## src/rtl/srcc_defines.vh

```
`ifndef SRCC_DEFINES_VH
`define SRCC_DEFINES_VH

// Command codes presented by the parser
`define SRCC_CMD_CLS    4'h0
`define SRCC_CMD_ESE    4'h1
`define SRCC_CMD_ESE_Q  4'h2
`define SRCC_CMD_ESR_Q  4'h3
`define SRCC_CMD_IDN_Q  4'h4
`define SRCC_CMD_OPC    4'h5
`define SRCC_CMD_OPC_Q  4'h6
`define SRCC_CMD_RST    4'h7
`define SRCC_CMD_STB_Q  4'h8
`define SRCC_CMD_SRE    4'h9
`define SRCC_CMD_SRE_Q  4'hA

// Status summary byte bit positions
`define SRCC_STB_OUT_PEND  4
`define SRCC_STB_EVT_SUM   5
`define SRCC_STB_MASTER    6

// Event register bit positions
`define SRCC_EVT_OPC  0
`define SRCC_EVT_QYE  2
`define SRCC_EVT_DDE  3
`define SRCC_EVT_EXE  4
`define SRCC_EVT_CME  5
`define SRCC_EVT_PON  7

// Masks and reset values
`define SRCC_SRE_USED   8'hBF
`define SRCC_SUM_USED   8'hBE
`define SRCC_EVT_USED   8'hBD
`define SRCC_EVT_RESET  8'h80
`define SRCC_MASK_RESET 8'h00
`define SRCC_VAL_MAX    16'h00FF

// Response characters
`define SRCC_ASCII_ZERO 8'h30
`define SRCC_ASCII_ONE  8'h01
`define SRCC_TERM_CHAR  8'h0A
`define SRCC_IDN_LEN    29
`define SRCC_IDN_LAST   5'h1C

`endif

```

## src/rtl/srcc_dec_fmt.v

```verilog
`timescale 1ns/1ps
`include "srcc_defines.vh"
module srcc_dec_fmt (
  // Binary value
  input  wire [7:0] value,
  // Decimal digits as ASCII, and how many of them are used
  output wire [7:0] char_h,
  output wire [7:0] char_t,
  output wire [7:0] char_o,
  output wire [1:0] ndig
);
  wire [7:0] hun;
  wire [7:0] rem;
  wire [7:0] ten;
  wire [7:0] one;

  assign hun    = value / 8'h64;
  assign rem    = value % 8'h64;
  assign ten    = rem / 8'h0A;
  assign one    = value % 8'h0A;
  assign char_h = `SRCC_ASCII_ZERO + hun;
  assign char_t = `SRCC_ASCII_ZERO + ten;
  assign char_o = `SRCC_ASCII_ZERO + one;
  // No leading zeros; zero itself is one digit
  assign ndig   = (hun != 8'h00) ? 2'h3 : ((ten != 8'h00) ? 2'h2 : 2'h1);
endmodule

```

## src/rtl/srcc_core.v

```verilog
`timescale 1ns/1ps
`include "srcc_defines.vh"
module srcc_core #(
  // Identity text of exactly 29 characters: maker,model,serial,versions (four fields)
  parameter [8*`SRCC_IDN_LEN-1:0] IDN_TEXT = "VENDOR,MODELX,0000000,1.0/1.0"
) (
  // Clock and reset
  input  wire        clk,
  input  wire        reset_n,
  // Decoded commands from the parser
  input  wire        cmd_valid,
  input  wire [3:0]  cmd_code,
  input  wire [15:0] cmd_value,
  input  wire        cmd_first,
  input  wire        cmd_bad,
  // Other event sources
  input  wire        qye_evt,
  input  wire        dde_evt,
  input  wire        panel_srq,
  // Serial poll
  input  wire        poll_req,
  output reg  [7:0]  poll_data_q,
  output reg         poll_valid_q,
  // Response characters to the serial transmitter
  input  wire        resp_ready,
  output reg  [7:0]  resp_data_q,
  output reg         resp_valid_q,
  output reg         resp_last_q,
  // Status view
  output reg  [7:0]  status_summary_byte_q,
  output reg         service_request_flag_q
);
  localparam S_IDLE = 4'b0001;
  localparam S_NUM  = 4'b0010;
  localparam S_IDN  = 4'b0100;
  localparam S_TERM = 4'b1000;

  reg  [3:0] state_q;
  reg  [7:0] event_register_q;
  reg  [7:0] event_mask_register_q;
  reg  [7:0] service_enable_mask_q;
  reg        output_pending_bit_q;
  reg  [7:0] num_q;
  reg  [4:0] pos_q;
  reg  [2:0] srq_sync_q;
  reg        srq_lvl_q;
  reg  [7:0] qval;
  reg        qnum;
  reg  [7:0] num_char;

  wire       event_summary_bit;
  wire [7:0] stb_base;
  wire       master_summary_bit;
  wire [7:0] stb;
  wire       ok;
  wire       in_range;
  wire       is_query;
  wire       qidn;
  wire       busy;
  wire       resp_fire;
  wire [7:0] evt_set;
  wire       esr_clr;
  wire       flush;
  wire [7:0] d_h;
  wire [7:0] d_t;
  wire [7:0] d_o;
  wire [1:0] ndig;
  wire [1:0] dsel;
  wire [7:0] idn_char;
  wire       num_last;
  wire       idn_last;

  assign event_summary_bit  = |(event_register_q & event_mask_register_q);
  assign stb_base           = {2'b00, event_summary_bit, output_pending_bit_q, 4'h0};
  assign master_summary_bit = |(stb_base & service_enable_mask_q & `SRCC_SUM_USED);
  assign stb                = stb_base | {1'b0, master_summary_bit, 6'b000000};
  assign ok                 = cmd_valid & ~cmd_bad;
  assign in_range           = (cmd_value <= `SRCC_VAL_MAX);
  assign qidn               = (cmd_code == `SRCC_CMD_IDN_Q);
  assign is_query           = qnum | qidn;
  assign busy               = ~state_q[0];
  assign resp_fire          = resp_valid_q & resp_ready;
  assign flush              = ok & (cmd_code == `SRCC_CMD_CLS) & cmd_first;
  // A refused event query keeps its events
  assign esr_clr            = ok & (((cmd_code == `SRCC_CMD_ESR_Q) & ~busy) |
                                    (cmd_code == `SRCC_CMD_CLS));

  // Event sources; bits 1 and 6 never set
  assign evt_set[`SRCC_EVT_OPC] = ok & (cmd_code == `SRCC_CMD_OPC);
  assign evt_set[1]             = 1'b0;
  assign evt_set[`SRCC_EVT_QYE] = qye_evt | (ok & is_query & busy);
  assign evt_set[`SRCC_EVT_DDE] = dde_evt;
  assign evt_set[`SRCC_EVT_EXE] = ok & ~in_range & ((cmd_code == `SRCC_CMD_ESE) |
                                                    (cmd_code == `SRCC_CMD_SRE));
  assign evt_set[`SRCC_EVT_CME] = cmd_valid & cmd_bad;
  assign evt_set[6]             = 1'b0;
  assign evt_set[`SRCC_EVT_PON] = 1'b0;

  // Query values, sampled when the query is taken
  always @* begin
    qval = 8'h00;
    qnum = 1'b1;
    case (cmd_code)
      `SRCC_CMD_STB_Q: qval = stb;
      `SRCC_CMD_ESE_Q: qval = event_mask_register_q;
      `SRCC_CMD_ESR_Q: qval = event_register_q & `SRCC_EVT_USED;
      `SRCC_CMD_SRE_Q: qval = service_enable_mask_q & `SRCC_SRE_USED;
      `SRCC_CMD_OPC_Q: qval = `SRCC_ASCII_ONE;
      default:         qnum = 1'b0;
    endcase
  end

  srcc_dec_fmt u_fmt (
    .value  (num_q),
    .char_h (d_h),
    .char_t (d_t),
    .char_o (d_o),
    .ndig   (ndig)
  );

  assign dsel     = pos_q[1:0] + (2'h3 - ndig);
  assign num_last = (pos_q == {3'b000, ndig - 2'h1});
  assign idn_char = IDN_TEXT[(`SRCC_IDN_LEN - 1 - pos_q) * 8 +: 8];
  assign idn_last = (pos_q == `SRCC_IDN_LAST);

  always @* begin
    case (dsel)
      2'h0:    num_char = d_h;
      2'h1:    num_char = d_t;
      default: num_char = d_o;
    endcase
  end

  // Same values for power-up and for the reset command
  task power_up;
    begin
      state_q                <= S_IDLE;
      event_register_q       <= `SRCC_EVT_RESET;
      event_mask_register_q  <= `SRCC_MASK_RESET;
      service_enable_mask_q  <= `SRCC_MASK_RESET;
      output_pending_bit_q   <= 1'b0;
      num_q                  <= 8'h00;
      pos_q                  <= 5'h00;
      resp_data_q            <= 8'h00;
      resp_valid_q           <= 1'b0;
      resp_last_q            <= 1'b0;
      poll_data_q            <= 8'h00;
      poll_valid_q           <= 1'b0;
      status_summary_byte_q  <= 8'h00;
      service_request_flag_q <= 1'b0;
    end
  endtask

  // Panel pin filter; first stage feeds only the second
  always @(posedge clk or negedge reset_n) begin
    if (!reset_n) begin
      srq_sync_q <= 3'b000;
      srq_lvl_q  <= 1'b0;
    end else begin
      srq_sync_q <= {srq_sync_q[1:0], panel_srq};
      if (srq_sync_q[1] == srq_sync_q[2]) begin
        srq_lvl_q <= srq_sync_q[2];
      end
    end
  end

  always @(posedge clk or negedge reset_n) begin
    if (!reset_n) begin
      power_up;
    end else if (ok & (cmd_code == `SRCC_CMD_RST)) begin
      power_up;
    end else begin
      status_summary_byte_q <= stb;
      poll_valid_q          <= poll_req;
      if (poll_req) begin
        poll_data_q <= {stb[7], service_request_flag_q, stb[5:0]};
      end
      // New request wins over the poll's clear
      service_request_flag_q <= (service_request_flag_q & ~poll_req) |
                                srq_lvl_q | master_summary_bit;
      event_register_q <= (esr_clr ? 8'h00 : event_register_q) | evt_set;
      if (ok & in_range & (cmd_code == `SRCC_CMD_ESE)) begin
        event_mask_register_q <= cmd_value[7:0];
      end
      if (ok & in_range & (cmd_code == `SRCC_CMD_SRE)) begin
        service_enable_mask_q <= cmd_value[7:0] & `SRCC_SRE_USED;
      end
      if (flush) begin
        // Drops an unsent reply mid-stream
        state_q              <= S_IDLE;
        resp_valid_q         <= 1'b0;
        resp_last_q          <= 1'b0;
        output_pending_bit_q <= 1'b0;
      end else begin
        case (state_q)
          S_IDLE: begin
            if (ok & is_query) begin
              num_q                <= qval;
              pos_q                <= 5'h00;
              output_pending_bit_q <= 1'b1;
              state_q              <= qidn ? S_IDN : S_NUM;
            end
          end
          S_NUM: begin
            if (!resp_valid_q) begin
              resp_data_q  <= num_char;
              resp_valid_q <= 1'b1;
            end else if (resp_fire) begin
              resp_valid_q <= 1'b0;
              pos_q        <= pos_q + 5'h01;
              if (num_last) begin
                state_q <= S_TERM;
              end
            end
          end
          S_IDN: begin
            if (!resp_valid_q) begin
              resp_data_q  <= idn_char;
              resp_valid_q <= 1'b1;
            end else if (resp_fire) begin
              resp_valid_q <= 1'b0;
              pos_q        <= pos_q + 5'h01;
              if (idn_last) begin
                state_q <= S_TERM;
              end
            end
          end
          S_TERM: begin
            if (!resp_valid_q) begin
              resp_data_q  <= `SRCC_TERM_CHAR;
              resp_valid_q <= 1'b1;
              resp_last_q  <= 1'b1;
            end else if (resp_fire) begin
              resp_valid_q         <= 1'b0;
              resp_last_q          <= 1'b0;
              output_pending_bit_q <= 1'b0;
              state_q              <= S_IDLE;
            end
          end
          default: state_q <= S_IDLE;
        endcase
      end
    end
  end
endmodule

```

## config.mk

```make
export PLATFORM = sky130hd
export DESIGN_NAME = srcc_core
export DESIGN_NICKNAME = d
export VERILOG_FILES = /design/src/rtl/srcc_dec_fmt.v /design/src/rtl/srcc_core.v
export VERILOG_INCLUDE_DIRS = /design/src /design/src/rtl
export SDC_FILE = /design/constraint.sdc
export NUM_CORES = 1
export LEC_CHECK = 0
export BUFFER_PORTS_ARGS = -buffer_cell sky130_fd_sc_hd__buf_2
export CORE_MARGIN = 10
export CORE_UTILIZATION = 30
export CTS_CLUSTER_DIAMETER = 80
export CTS_CLUSTER_SIZE = 20
export DETAILED_ROUTE_END_ITERATION = 8
export PLACE_DENSITY_LB_ADDON = 0.12
export SYNTH_ARGS = -nofsm -noshare
export SYNTH_HDL_FRONTEND = slang
export SYNTH_SLANG_ARGS = --single-unit
export TNS_END_PERCENT = 1
```

## constraint.sdc

```tcl
create_clock -name clk -period 9.8 [get_ports clk]
set_input_delay 1.96 -clock clk [delete_from_list [all_inputs] [get_ports clk]]
set_output_delay 1.96 -clock clk [all_outputs]
set_load 0.05 [all_outputs]
```

Word-level counts from Yosys, hierarchy flattened
Index checks and enable logic that the tools add are counted.
W data, S select, Z words.
{"block": "op_classes", "add_sub_neg": 8, "div_mod_pow": 4, "order_cmp": 1, "eq_ne": 35, "shift": 1, "muxes": 60, "bitwise": 31, "reduce_logical": 25}
{"cell": "$shiftx A232 B33 Y8 const A", "n": 1}
{"cell": "$mux W8", "n": 17}
{"cell": "$mux W4", "n": 11}
{"cell": "$pmux W8 S5", "n": 1}
{"cell": "$ne A4 B4 Y1 const B", "n": 9}
{"cell": "$mux W5", "n": 5}
{"cell": "$add A6 B8 Y8 const A", "n": 3}
{"cell": "$pmux W8 S3", "n": 1}
{"cell": "$eq A4 B3 Y1 const B", "n": 5}
{"cell": "$and A1 B1 Y1", "n": 17}
{"cell": "$mux W1", "n": 17}
{"cell": "$eq A4 B4 Y1 const B", "n": 4}
{"cell": "$le A16 B8 Y1 const B", "n": 1}
{"cell": "$pmux W4 S4", "n": 1}
{"cell": "$pmux W8 S2", "n": 1}
{"cell": "$reduce_bool A8 Y1", "n": 2}
{"cell": "$eq A4 B2 Y1 const B", "n": 3}
{"cell": "$ne A3 B3 Y1 const B", "n": 4}
{"cell": "$pmux W5 S2", "n": 1}
{"cell": "$reduce_and A5 Y1", "n": 2}
{"cell": "$reduce_bool A2 Y1", "n": 5}
{"cell": "$reduce_and A9 Y1", "n": 1}
{"cell": "$reduce_bool A3 Y1", "n": 3}
{"cell": "$and A6 B8 Y8", "n": 1}
{"cell": "37 further kinds", "n": 49}
{"block": "word_totals", "regBits": 74, "input_bits": 30, "out_inout_bits": 28, "elab_cells": 181}

Depth between registers and ports, before layout
Gate-level depths: netlist of the first run.
{"block": "depth", "depth_word": 13, "mapped_depth": 22, "depth_no_buf": 20}

Cells and area by module
From an unflattened synthesis of the first run, not the netlist that was laid out.
{"block": "hier_totals", "cells_unflattened": 610, "hier_area_um2": 5128.7}
{"mod": "srcc_core", "n_inst": 1, "cells_each": 430, "area_each_um2": 4002.6, "seq_area_each_um2": 1529.0}
{"mod": "srcc_dec_fmt", "n_inst": 1, "cells_each": 180, "area_each_um2": 1126.1, "seq_area_each_um2": 0.0}

Worst setup path before layout of the first run
No wires, ideal clock.
{"block": "synth_path", "path_type": "flip-flop to flip-flop", "from": "register num_q[5]", "to": "register resp_data_q[6]", "setup_time_ns": 0.086, "arrival_time_ns": 4.909, "t_required_ns": 9.714, "slack_ns": 4.805, "path_stages_with_launch": 21, "path_buffers": 1, "synth_period_minus_slack_ns": 4.995, "path_cell_list": "dfrtp_1 -> buf_2 -> inv_1 -> ha_1 -> o21a_2 -> o21ai_1 -> mux2_4 -> o211ai_2 -> a21oi_1 -> a311o_1 -> or4_1 -> a32oi_2 -> a311oi_1 -> ha_1 -> xnor2_1 -> xor2_2 -> nand2_1 -> ha_1 -> and4bb_2 -> a41o_1 -> nor3_1"}
{"block": "synth_between", "elab_chain_cells": 13, "elab_cells_between_ends": 20, "classes_between": "add/sub: 5; div: 4; eq/ne: 1; mux: 7; reduce/logical: 3"}
{"element": "start: declaration", "line": "srcc_core.v:43", "source": "reg [7:0] num_q;"}
{"element": "start signal: assignment", "line": "srcc_core.v:198", "source": "num_q <= qval;"}
{"element": "$mod A8 B7 Y8", "line": "srcc_dec_fmt.v:18", "source": "assign rem = value % 8'h64;"}
{"element": "$div A8 B4 Y8", "line": "srcc_dec_fmt.v:19", "source": "assign ten = rem / 8'h0A;"}
{"element": "$reduce_bool A8 Y1", "line": "srcc_dec_fmt.v:25", "source": "assign ndig = (hun != 8'h00) ? 2'h3 : ((ten != 8'h00) ? 2'h2 : 2'h1);"}
{"element": "$mux W2 (2 in a row)", "line": "srcc_dec_fmt.v:25"}
{"element": "$sub A2 B2 Y2", "line": "srcc_core.v:121", "source": "assign dsel = pos_q[1:0] + (2'h3 - ndig);"}
{"element": "$add A2 B2 Y2", "line": "srcc_core.v:121"}
{"element": "$eq A2 B1 Y1 or $logic_not A2 Y1 (tied branches)", "line": "srcc_core.v:127", "source": "case (dsel)"}
{"element": "$pmux W8 S2 (*)", "line": "srcc_core.v:127"}
{"element": "$mux W8 (*)", "line": "srcc_core.v:205", "source": "if (!resp_valid_q) begin"}
{"element": "$pmux W8 S3 (*)", "line": "srcc_core.v:195", "source": "case (state_q)"}
{"element": "$mux W8 (*)", "line": "srcc_core.v:188", "source": "if (flush) begin"}
{"element": "$mux W8 (*)", "line": "srcc_core.v:170", "source": "end else if (ok & (cmd_code == `SRCC_CMD_RST)) begin"}
{"element": "end signal: assignment", "line": "srcc_core.v:206", "source": "resp_data_q <= num_char;"}
{"element": "end signal: assignment", "line": "srcc_core.v:218", "source": "resp_data_q <= idn_char;"}
{"element": "end signal: assignment", "line": "srcc_core.v:230", "source": "resp_data_q <= `SRCC_TERM_CHAR;"}
{"element": "end: declaration", "line": "srcc_core.v:26", "source": "output reg [7:0] resp_data_q,"}
Mark *: on every way between the ends. The rest lies on a longest branch, timed or not. The select of a mux whose other input is x is not followed.
A chain may end at the register's enable or synchronous reset.

Worst setup path in the final report of the first run
{"block": "layout_path", "from": "register num_q[4]", "to": "register resp_data_q[6]"}
The elaborated chain is that of the path after synthesis.

==> results of run 1 <==
==> per-stage QoR <==
stage               hold slack (ns)  std cells  utilization  setup WS, ns  cell area, sq um
floorplan                     0.331        677            -          4.81              5450
finish                        0.354        932        0.341          3.55              6090
CTS                           0.356        932        0.341          3.65              6090
detailed placement            0.338        916        0.325          3.67              5790
global placement              0.343        916        0.325          3.72              5790
global route                  0.378        932        0.341          3.09              6090
==> logic make-up after synthesis <==
family / after synthesis
other: 1
adders and majority gates: 15
buffers and inverters: 58
muxes: 33
xor gates and xnor gates: 19
and+or+nand+nor: 261
AOI/OAI and AO/OA: 220
DFF: 61
==> cells in the mapped netlist (5+ instances only) <==
master,instances,share of area
nor2_1,77,0.053
nand2_1,68,0.047
dfrtp_1,59,0.27
o21ai_0,45,0.042
a21oi_1,39,0.036
mux2i_1,27,0.050
nor3_1,22,0.020
clkbuf_1,18,0.012
nand3_1,18,0.017
ha_1,14,0.032
inv_1,14,0.0097
o211ai_1,14,0.019
a22oi_1,13,0.018
buf_4,13,0.018
a211oi_1,11,0.015
xnor2_1,11,0.018
and3_1,10,0.012
a31oi_1,9,0.010
nand2b_1,9,0.010
nor2b_1,9,0.010
xor2_1,7,0.011
nand4_1,6,0.0069
o2111ai_1,6,0.0097
o22ai_1,6,0.0069
and2_1,5,0.0058
buf_1,5,0.0035
buf_2,5,0.0046
mux2_2,5,0.010
nor4_1,5,0.0058
==> worst reg2reg max path, cell delays in order (launching register included) <==
cell,delay [ns]
dfrtp_1,0.88
inv_1,0.35
ha_1,0.31
o21a_2,0.27
nor3_2,0.47
o21ai_0,0.35
o211ai_2,0.16
a21oi_1,0.08
a311o_1,0.32
or4_1,0.53
a32oi_2,0.25
a311oi_1,0.14
ha_1,0.23
xnor2_1,0.43
xor2_2,0.40
nand2_1,0.16
ha_1,0.24
and4bb_2,0.24
a41o_1,0.19
nor3_1,0.16
==> worst max-delay path by stage <==
stage,start,end,slack (ns),cells past startpoint
floorplan,num_q[5]$_DFFE_PN0P_,resp_data_q[6]$_DFFE_PN0P_,4.81,20
global placement,num_q[4]$_DFFE_PN0P_,resp_data_q[6]$_DFFE_PN0P_,3.72,19
detailed placement,num_q[4]$_DFFE_PN0P_,resp_data_q[6]$_DFFE_PN0P_,3.67,19
CTS,num_q[4]$_DFFE_PN0P_,resp_data_q[6]$_DFFE_PN0P_,3.65,19
global route,num_q[4]$_DFFE_PN0P_,resp_data_q[6]$_DFFE_PN0P_,3.09,19
finish,num_q[4]$_DFFE_PN0P_,resp_data_q[6]$_DFFE_PN0P_,3.55,19
==> routing by layer <==
layer | up-vias | track usage | routed length (um)
li1 | 2582 | - | -
met1 | 2608 | 0.179 | 7810
met2 | 167 | 0.219 | 7780
met3 | 15 | 0.0266 | 858
met4 | 0 | 0.0418 | 217
met5 | - | 0 | 0
==> sequential cells by signal, indices dropped and copies added (netlist names), 4 cells and up <==
name and count:
event_mask_register_q 8, event_register_q 6, num_q 8, pos_q 5, resp_data_q 8, service_enable_mask_q 7
state_q 4
==> cell type report <==
class | count | area, sq um
clock buffer | 10 | 229
clock inverter | 6 | 63.8
sequential | 61 | 1530
inverter | 17 | 63.8
fill | 1878 | 11800
timing repair buffer | 51 | 265
tap | 229 | 287
multi-input combinational | 558 | 3650
==> power by group <==
part	switching, mW	total (mW)	internal (mW)
Combinational	0.523	0.817	0.294
Sequential	0.0681	0.362	0.294
Clock	0.116	0.312	0.196
==> layout by cell type, fill, tap and decap left out, types with 18 or more instances in the layout <==
master,n
dfrtp_1,59
a21oi_1,39
o21ai_0,45
nand2_1,68
nor2_1,77
nand3_1,18
mux2i_1,27
buf_2,47
nor3_1,22
==> impl_results.md, run 1 <==
- Status: complete, no violations
- Seq/Total Area, Yosys: 0.282
- Remaining Overflow, GRT: 0
- Slowest-stage cell, CP: dfrtp_1
- Drt wl/cell: 17.9 um
- Post-synth top flop: dfrtp_1
- Via count: 5,372
- Static leakage: 2.60 nW
- Mux contribution to synthesized area: 0.0630
- # nets final: 742
- WS Path Type: reg -> reg
- Pwr dens: 245 nW/um^2
- Tcrit/Tclk final: 0.637
- Synth Register Bits: 61
- Final Critical Period: 6.25 ns
- Fmax: 160 MHz
- Clock latency on the worst-skew pair: 0.33 ns
- IR drop worst, VDD: 0.192 mV
- Diodes inserted: 0
- DP Wirelength: 12,400 um
- Critical path buffers and inverters: 1
- Worst slew margin: 0.314
- Gr usage total: 0.136
- Core ar.: 17,800 sq um
- Mapped Area: 5420 sq um
- CTS root buf: clkbuf_16
- Setup bufs post-CTS: 0
- Input/output buffers: 47
- Worst Hold Depth: 0
- DRC: 0
- Antenna violations before repair: 0
- WP data arrival: 6.50 ns
- Combinational family with the most area after synthesis: compound AO/OA/AOI/OAI gates
- CTS sink count: 61
- WHS Endpoint: srq_sync_q[1]$_DFF_PN0_
- # rows: 49
- CTS tree: built
- Slew Viols, Final: 0
- Syn Inst Count: 668
- Vias per std cell: 5.76
- Final WL: 16,700 um
- Htree depth: 3
- Most frequent CP cell: ha_1
- 1st-pass router iterations: 4
- CP endpoint kind: register
- Setup TNS: 0 ns
- Synth Area in Adders: 0.0342
- Worst Hold Launch: srq_sync_q[0]$_DFF_PN0_
- Final Hold Violating Endpoints: 0
- Synthesized area per cell: 8.11 sq um
- Number of global-route vias before repair: 5,311
- Xor/xnor share of the synthesized area: 0.0321
- Hold Buf Count CTS: 0
- Cell family with most CP delay: compound AO/OA/AOI/OAI gates
- Largest net degree at the start of global routing: 62
- Area Overhead vs Synth: 12.4%
- Number of flops mapped to enable cells by yosys: 0
- CTS buffer count: 9
- Number of synthesis warnings: 0
- CP Launch Type: register
- Worst reg2reg setup slack: 3.55 ns
- Antenna-violating nets left: 0
- Ports: 58
- Simple logic cell fraction of the synthesized area: 0.239
- Horiz. Die Dim: 154 um
- Crit path required time: 10.05 ns
- R2R cell count: 19
- Worst R2R End: resp_data_q[6]$_DFFE_PN0P_
- DRT iter0 DRCs: 461
- Max Cap Viol: 0
- Share of post-route cells with drive strength above 1: 0.151
- Unrepaired setup endpoints after global routing: no
- Initial Util: 0.304
- Reg-to-Reg Start: num_q[4]$_DFFE_PN0P_
- Die extent in y: 154 um
- Maximum cell stage delay along the critical path: 0.88 ns
- Final setup violation count: 0
- Hold WC Path Type: reg -> reg
- Clk buf depth: 2
- Final Skew: 0.00824 ns
- Total power: 1.49 mW
- Asr flop ratio synth: 1.00
- Unique masters post-synth: 94
- Global-route wire length before repair: 27,400 um
- Worst slew pin tran: 1.01 ns
- Max FO, Critical Path: 22
- Post-cts sizing count: 0
- Placer Congestion: 0.879
- Synth Area in Compound Gates: 0.298
- Crit path cell chain: inv_1 -> ha_1 -> o21a_2 -> nor3_2 -> o21ai_0 -> o211ai_2 -> a21oi_1 -> a311o_1 -> or4_1 -> a32oi_2 -> a311oi_1 -> ha_1 -> xnor2_1 -> xor2_2 -> nand2_1 -> ha_1 -> and4bb_2 -> a41o_1 -> nor3_1
- DIE AREA: 23,800 sq um
- Clock slew at reported path FFs: 0.05 ns
(Power assumes the default switching activity.)
==> run 2: changes to the inputs <==
- clock period: 9.8 -> 6.4 ns (I/O delays scaled with it)
==> impl_results.md, run 2 (synthesis gave the netlist of run 1 again) <==
- Setup bufs post-CTS: 0 (unchanged)
- Fmax: 182 MHz (+14%)
- Most frequent cells in the layout: nor2_1, nand2_1, dfrtp_1, buf_2, o21ai_0
- Max FO, Critical Path: 11 (-50%)
- Antenna violations before repair: 0 (unchanged)
- Hold Buf Count CTS: 0 (unchanged)
- CP endpoint kind: register
- Slowest-stage cell, CP: nor4b_1
- Pwr dens: 392 nW/um^2 (+60%)
- Final setup violation count: 0 (unchanged)
- Final Critical Period: 5.50 ns (-0.747 ns)
- WP data arrival: 5.76 ns (-0.74 ns)
- Largest net degree at the start of global routing: 62 (unchanged)
- Remaining Overflow, GRT: 0 (unchanged)
- # rows: 49 (unchanged)
- Static leakage: 2.67 nW (+2.8%)
- Clock latency on the worst-skew pair: 0.34 ns (about the same)
- Global-route wire length before repair: 28,100 um (+2.8%)
- Number of global-route vias before repair: 5,293 (-0.34%)
- Unrepaired setup endpoints after global routing: no
- DIE AREA: 23,800 sq um (unchanged)
- Drt wl/cell: 18.2 um (+2.0%)
- Vias per std cell: 5.78 (+0.29%)
- Input/output buffers: 47 (unchanged)
- WHS: 0.351 ns (-0.00247 ns)
- DRC: 0 (unchanged)
- CP Launch Type: register
- Antenna-violating nets left: 0 (unchanged)
- CTS buffer count: 9 (unchanged)
- Post-cts sizing count: 0 (unchanged)
- Via count: 5,434 (+1.2%)
- Crit path required time: 6.66 ns (-3.39 ns)
- Worst slew pin tran: 1.01 ns (+0.00231 ns)
- WS Path Type: reg -> reg
- 1st-pass router iterations: 5 (+1)
- Status: complete, no violations
- Crit path cell chain: clkinv_1 -> buf_4 -> ha_1 -> or2_2 -> nor4b_2 -> o211ai_1 -> a21oi_1 -> or2_2 -> o31ai_1 -> nor4b_1 -> nand4b_1 -> nor3b_1 -> xor2_1 -> nand2_1 -> ha_1 -> and4bb_2 -> a41o_1 -> nor3_1
- Clk buf depth: 2 (unchanged)
- Final Hold Violating Endpoints: 0 (unchanged)
- Setup WS pre-CTS: 0.957 ns (-2.71 ns)
- Core ar.: 17,800 sq um (unchanged)
- Hold WC Path Type: reg -> reg
- Setup WS post-layout: 0.900 ns (-2.65 ns)
- Area Overhead vs Synth: 14.7%
- Horiz. Die Dim: 154 um (unchanged)
- Max Cap Viol: 0 (unchanged)
- Placer Congestion: 0.874 (-0.52%)
- Total power: 2.44 mW (+64%)
- Largest regs: event_mask_register_q (8), num_q (8), resp_data_q (8)
- Commonest non-fill, non-tap cell in the layout: nor2_1
- CTS root buf: clkbuf_16
- Worst slew margin: 0.313 (-0.00156)
- CTS tree: built
- Gr usage total: 0.141 (+0.00473)
- Clock slew at reported path FFs: 0.06 ns (about the same)
- Post-route cell area: 6210 sq um (+2.1%)
- DP Wirelength: 12,800 um (+3.3%)
- Htree depth: 3 (unchanged)
- Slew Viols, Final: 0 (unchanged)
- Post-DP Area: 5850 sq um (+1.0%)
- Share of post-route cells with drive strength above 1: 0.162 (+0.0110)
- Setup TNS: 0 ns (unchanged)
- CTS sink count: 61 (unchanged)
- Ports: 58 (unchanged)
- IR drop worst, VDD: 0.288 mV (+49%)
- Diodes inserted: 0 (unchanged)
- Die extent in y: 154 um (unchanged)
- Final Skew: 0.00507 ns (-0.00317 ns)
- Maximum cell stage delay along the critical path: 0.58 ns (-0.30 ns)
- # nets final: 750 (+1.1%)
- Tcrit/Tclk final: 0.859 (+0.222)
- DRT iter0 DRCs: 436 (-5.4%)
- Final WL: 17,100 um (+2.9%)
- Initial Util: 0.304 (unchanged)
## run 2: changes by cell type in the layout (fill, tap and decap cells not counted), sizes merged
cell / change
bufinv: +2
clkinv: -2
clkinvlp: -1
clkbuf: +1
buf: +8
## run 2: final cells by class
cell class                 count  area [sq um]
clock inverter                 5           106
multi-input combinational    558          3650
inverter                      17          63.8
fill                        1886         11600
tap                          229           287
clock buffer                  11           253
sequential                    61          1530
timing repair buffer          59           325
## run 2: metrics by stage
stage          cells  utilization
2_1_floorplan    677            -
3_3_place_gp     924        0.328
3_5_place_dp     924        0.328
4_1_cts          940        0.348
5_1_grt          940        0.348
6_report         940        0.348
## run 2: final timing paths
| check | startpoint | endpoint | slack, ns | depth (start not counted) |
|---|---|---|---|---|
| max | num_q[3]$_DFFE_PN0P_ | resp_data_q[6]$_DFFE_PN0P_ | 0.90 | 18 |
| max in group asynchronous | reset_n | num_q[5]$_DFFE_PN0P_ | 4.74 | 2 |
| min reg2reg | srq_sync_q[0]$_DFF_PN0_ | srq_sync_q[1]$_DFF_PN0_ | 0.35 | 0 |
| min | srq_sync_q[0]$_DFF_PN0_ | srq_sync_q[1]$_DFF_PN0_ | 0.35 | 0 |
| max reg2reg | num_q[3]$_DFFE_PN0P_ | resp_data_q[6]$_DFFE_PN0P_ | 0.90 | 18 |
| min in group asynchronous | reset_n | srq_sync_q[0]$_DFF_PN0_ | 1.13 | 2 |
## run 2: worst max-delay path, delay by kind of cell (launching register included)
kind | cells | cell delay, ns
simple gates | 9 | 2.73
compound gates | 4 | 1.03
flops | 1 | 0.57
buf+inv | 2 | 0.37
fa+ha+maj | 2 | 0.47
xor+xnor | 1 | 0.24
## run 2: per-layer routing
metal  global-route usage  part of all wire  vias up
li1                     -                 -     2597
met1                0.186              0.47     2606
met2                0.221              0.46      194
met3               0.0280             0.054       37
met4               0.0531             0.022        0
met5                    0                 0        -
## run 2: where the power goes
| group | internal, mW | switching [mW] | total (mW) |
|---|---|---|---|
| clock network | 0.402 | 0.186 | 0.588 |
| registers | 0.450 | 0.104 | 0.554 |
| logic | 0.466 | 0.830 | 1.30 |
| total | 1.32 | 1.12 | 2.44 |
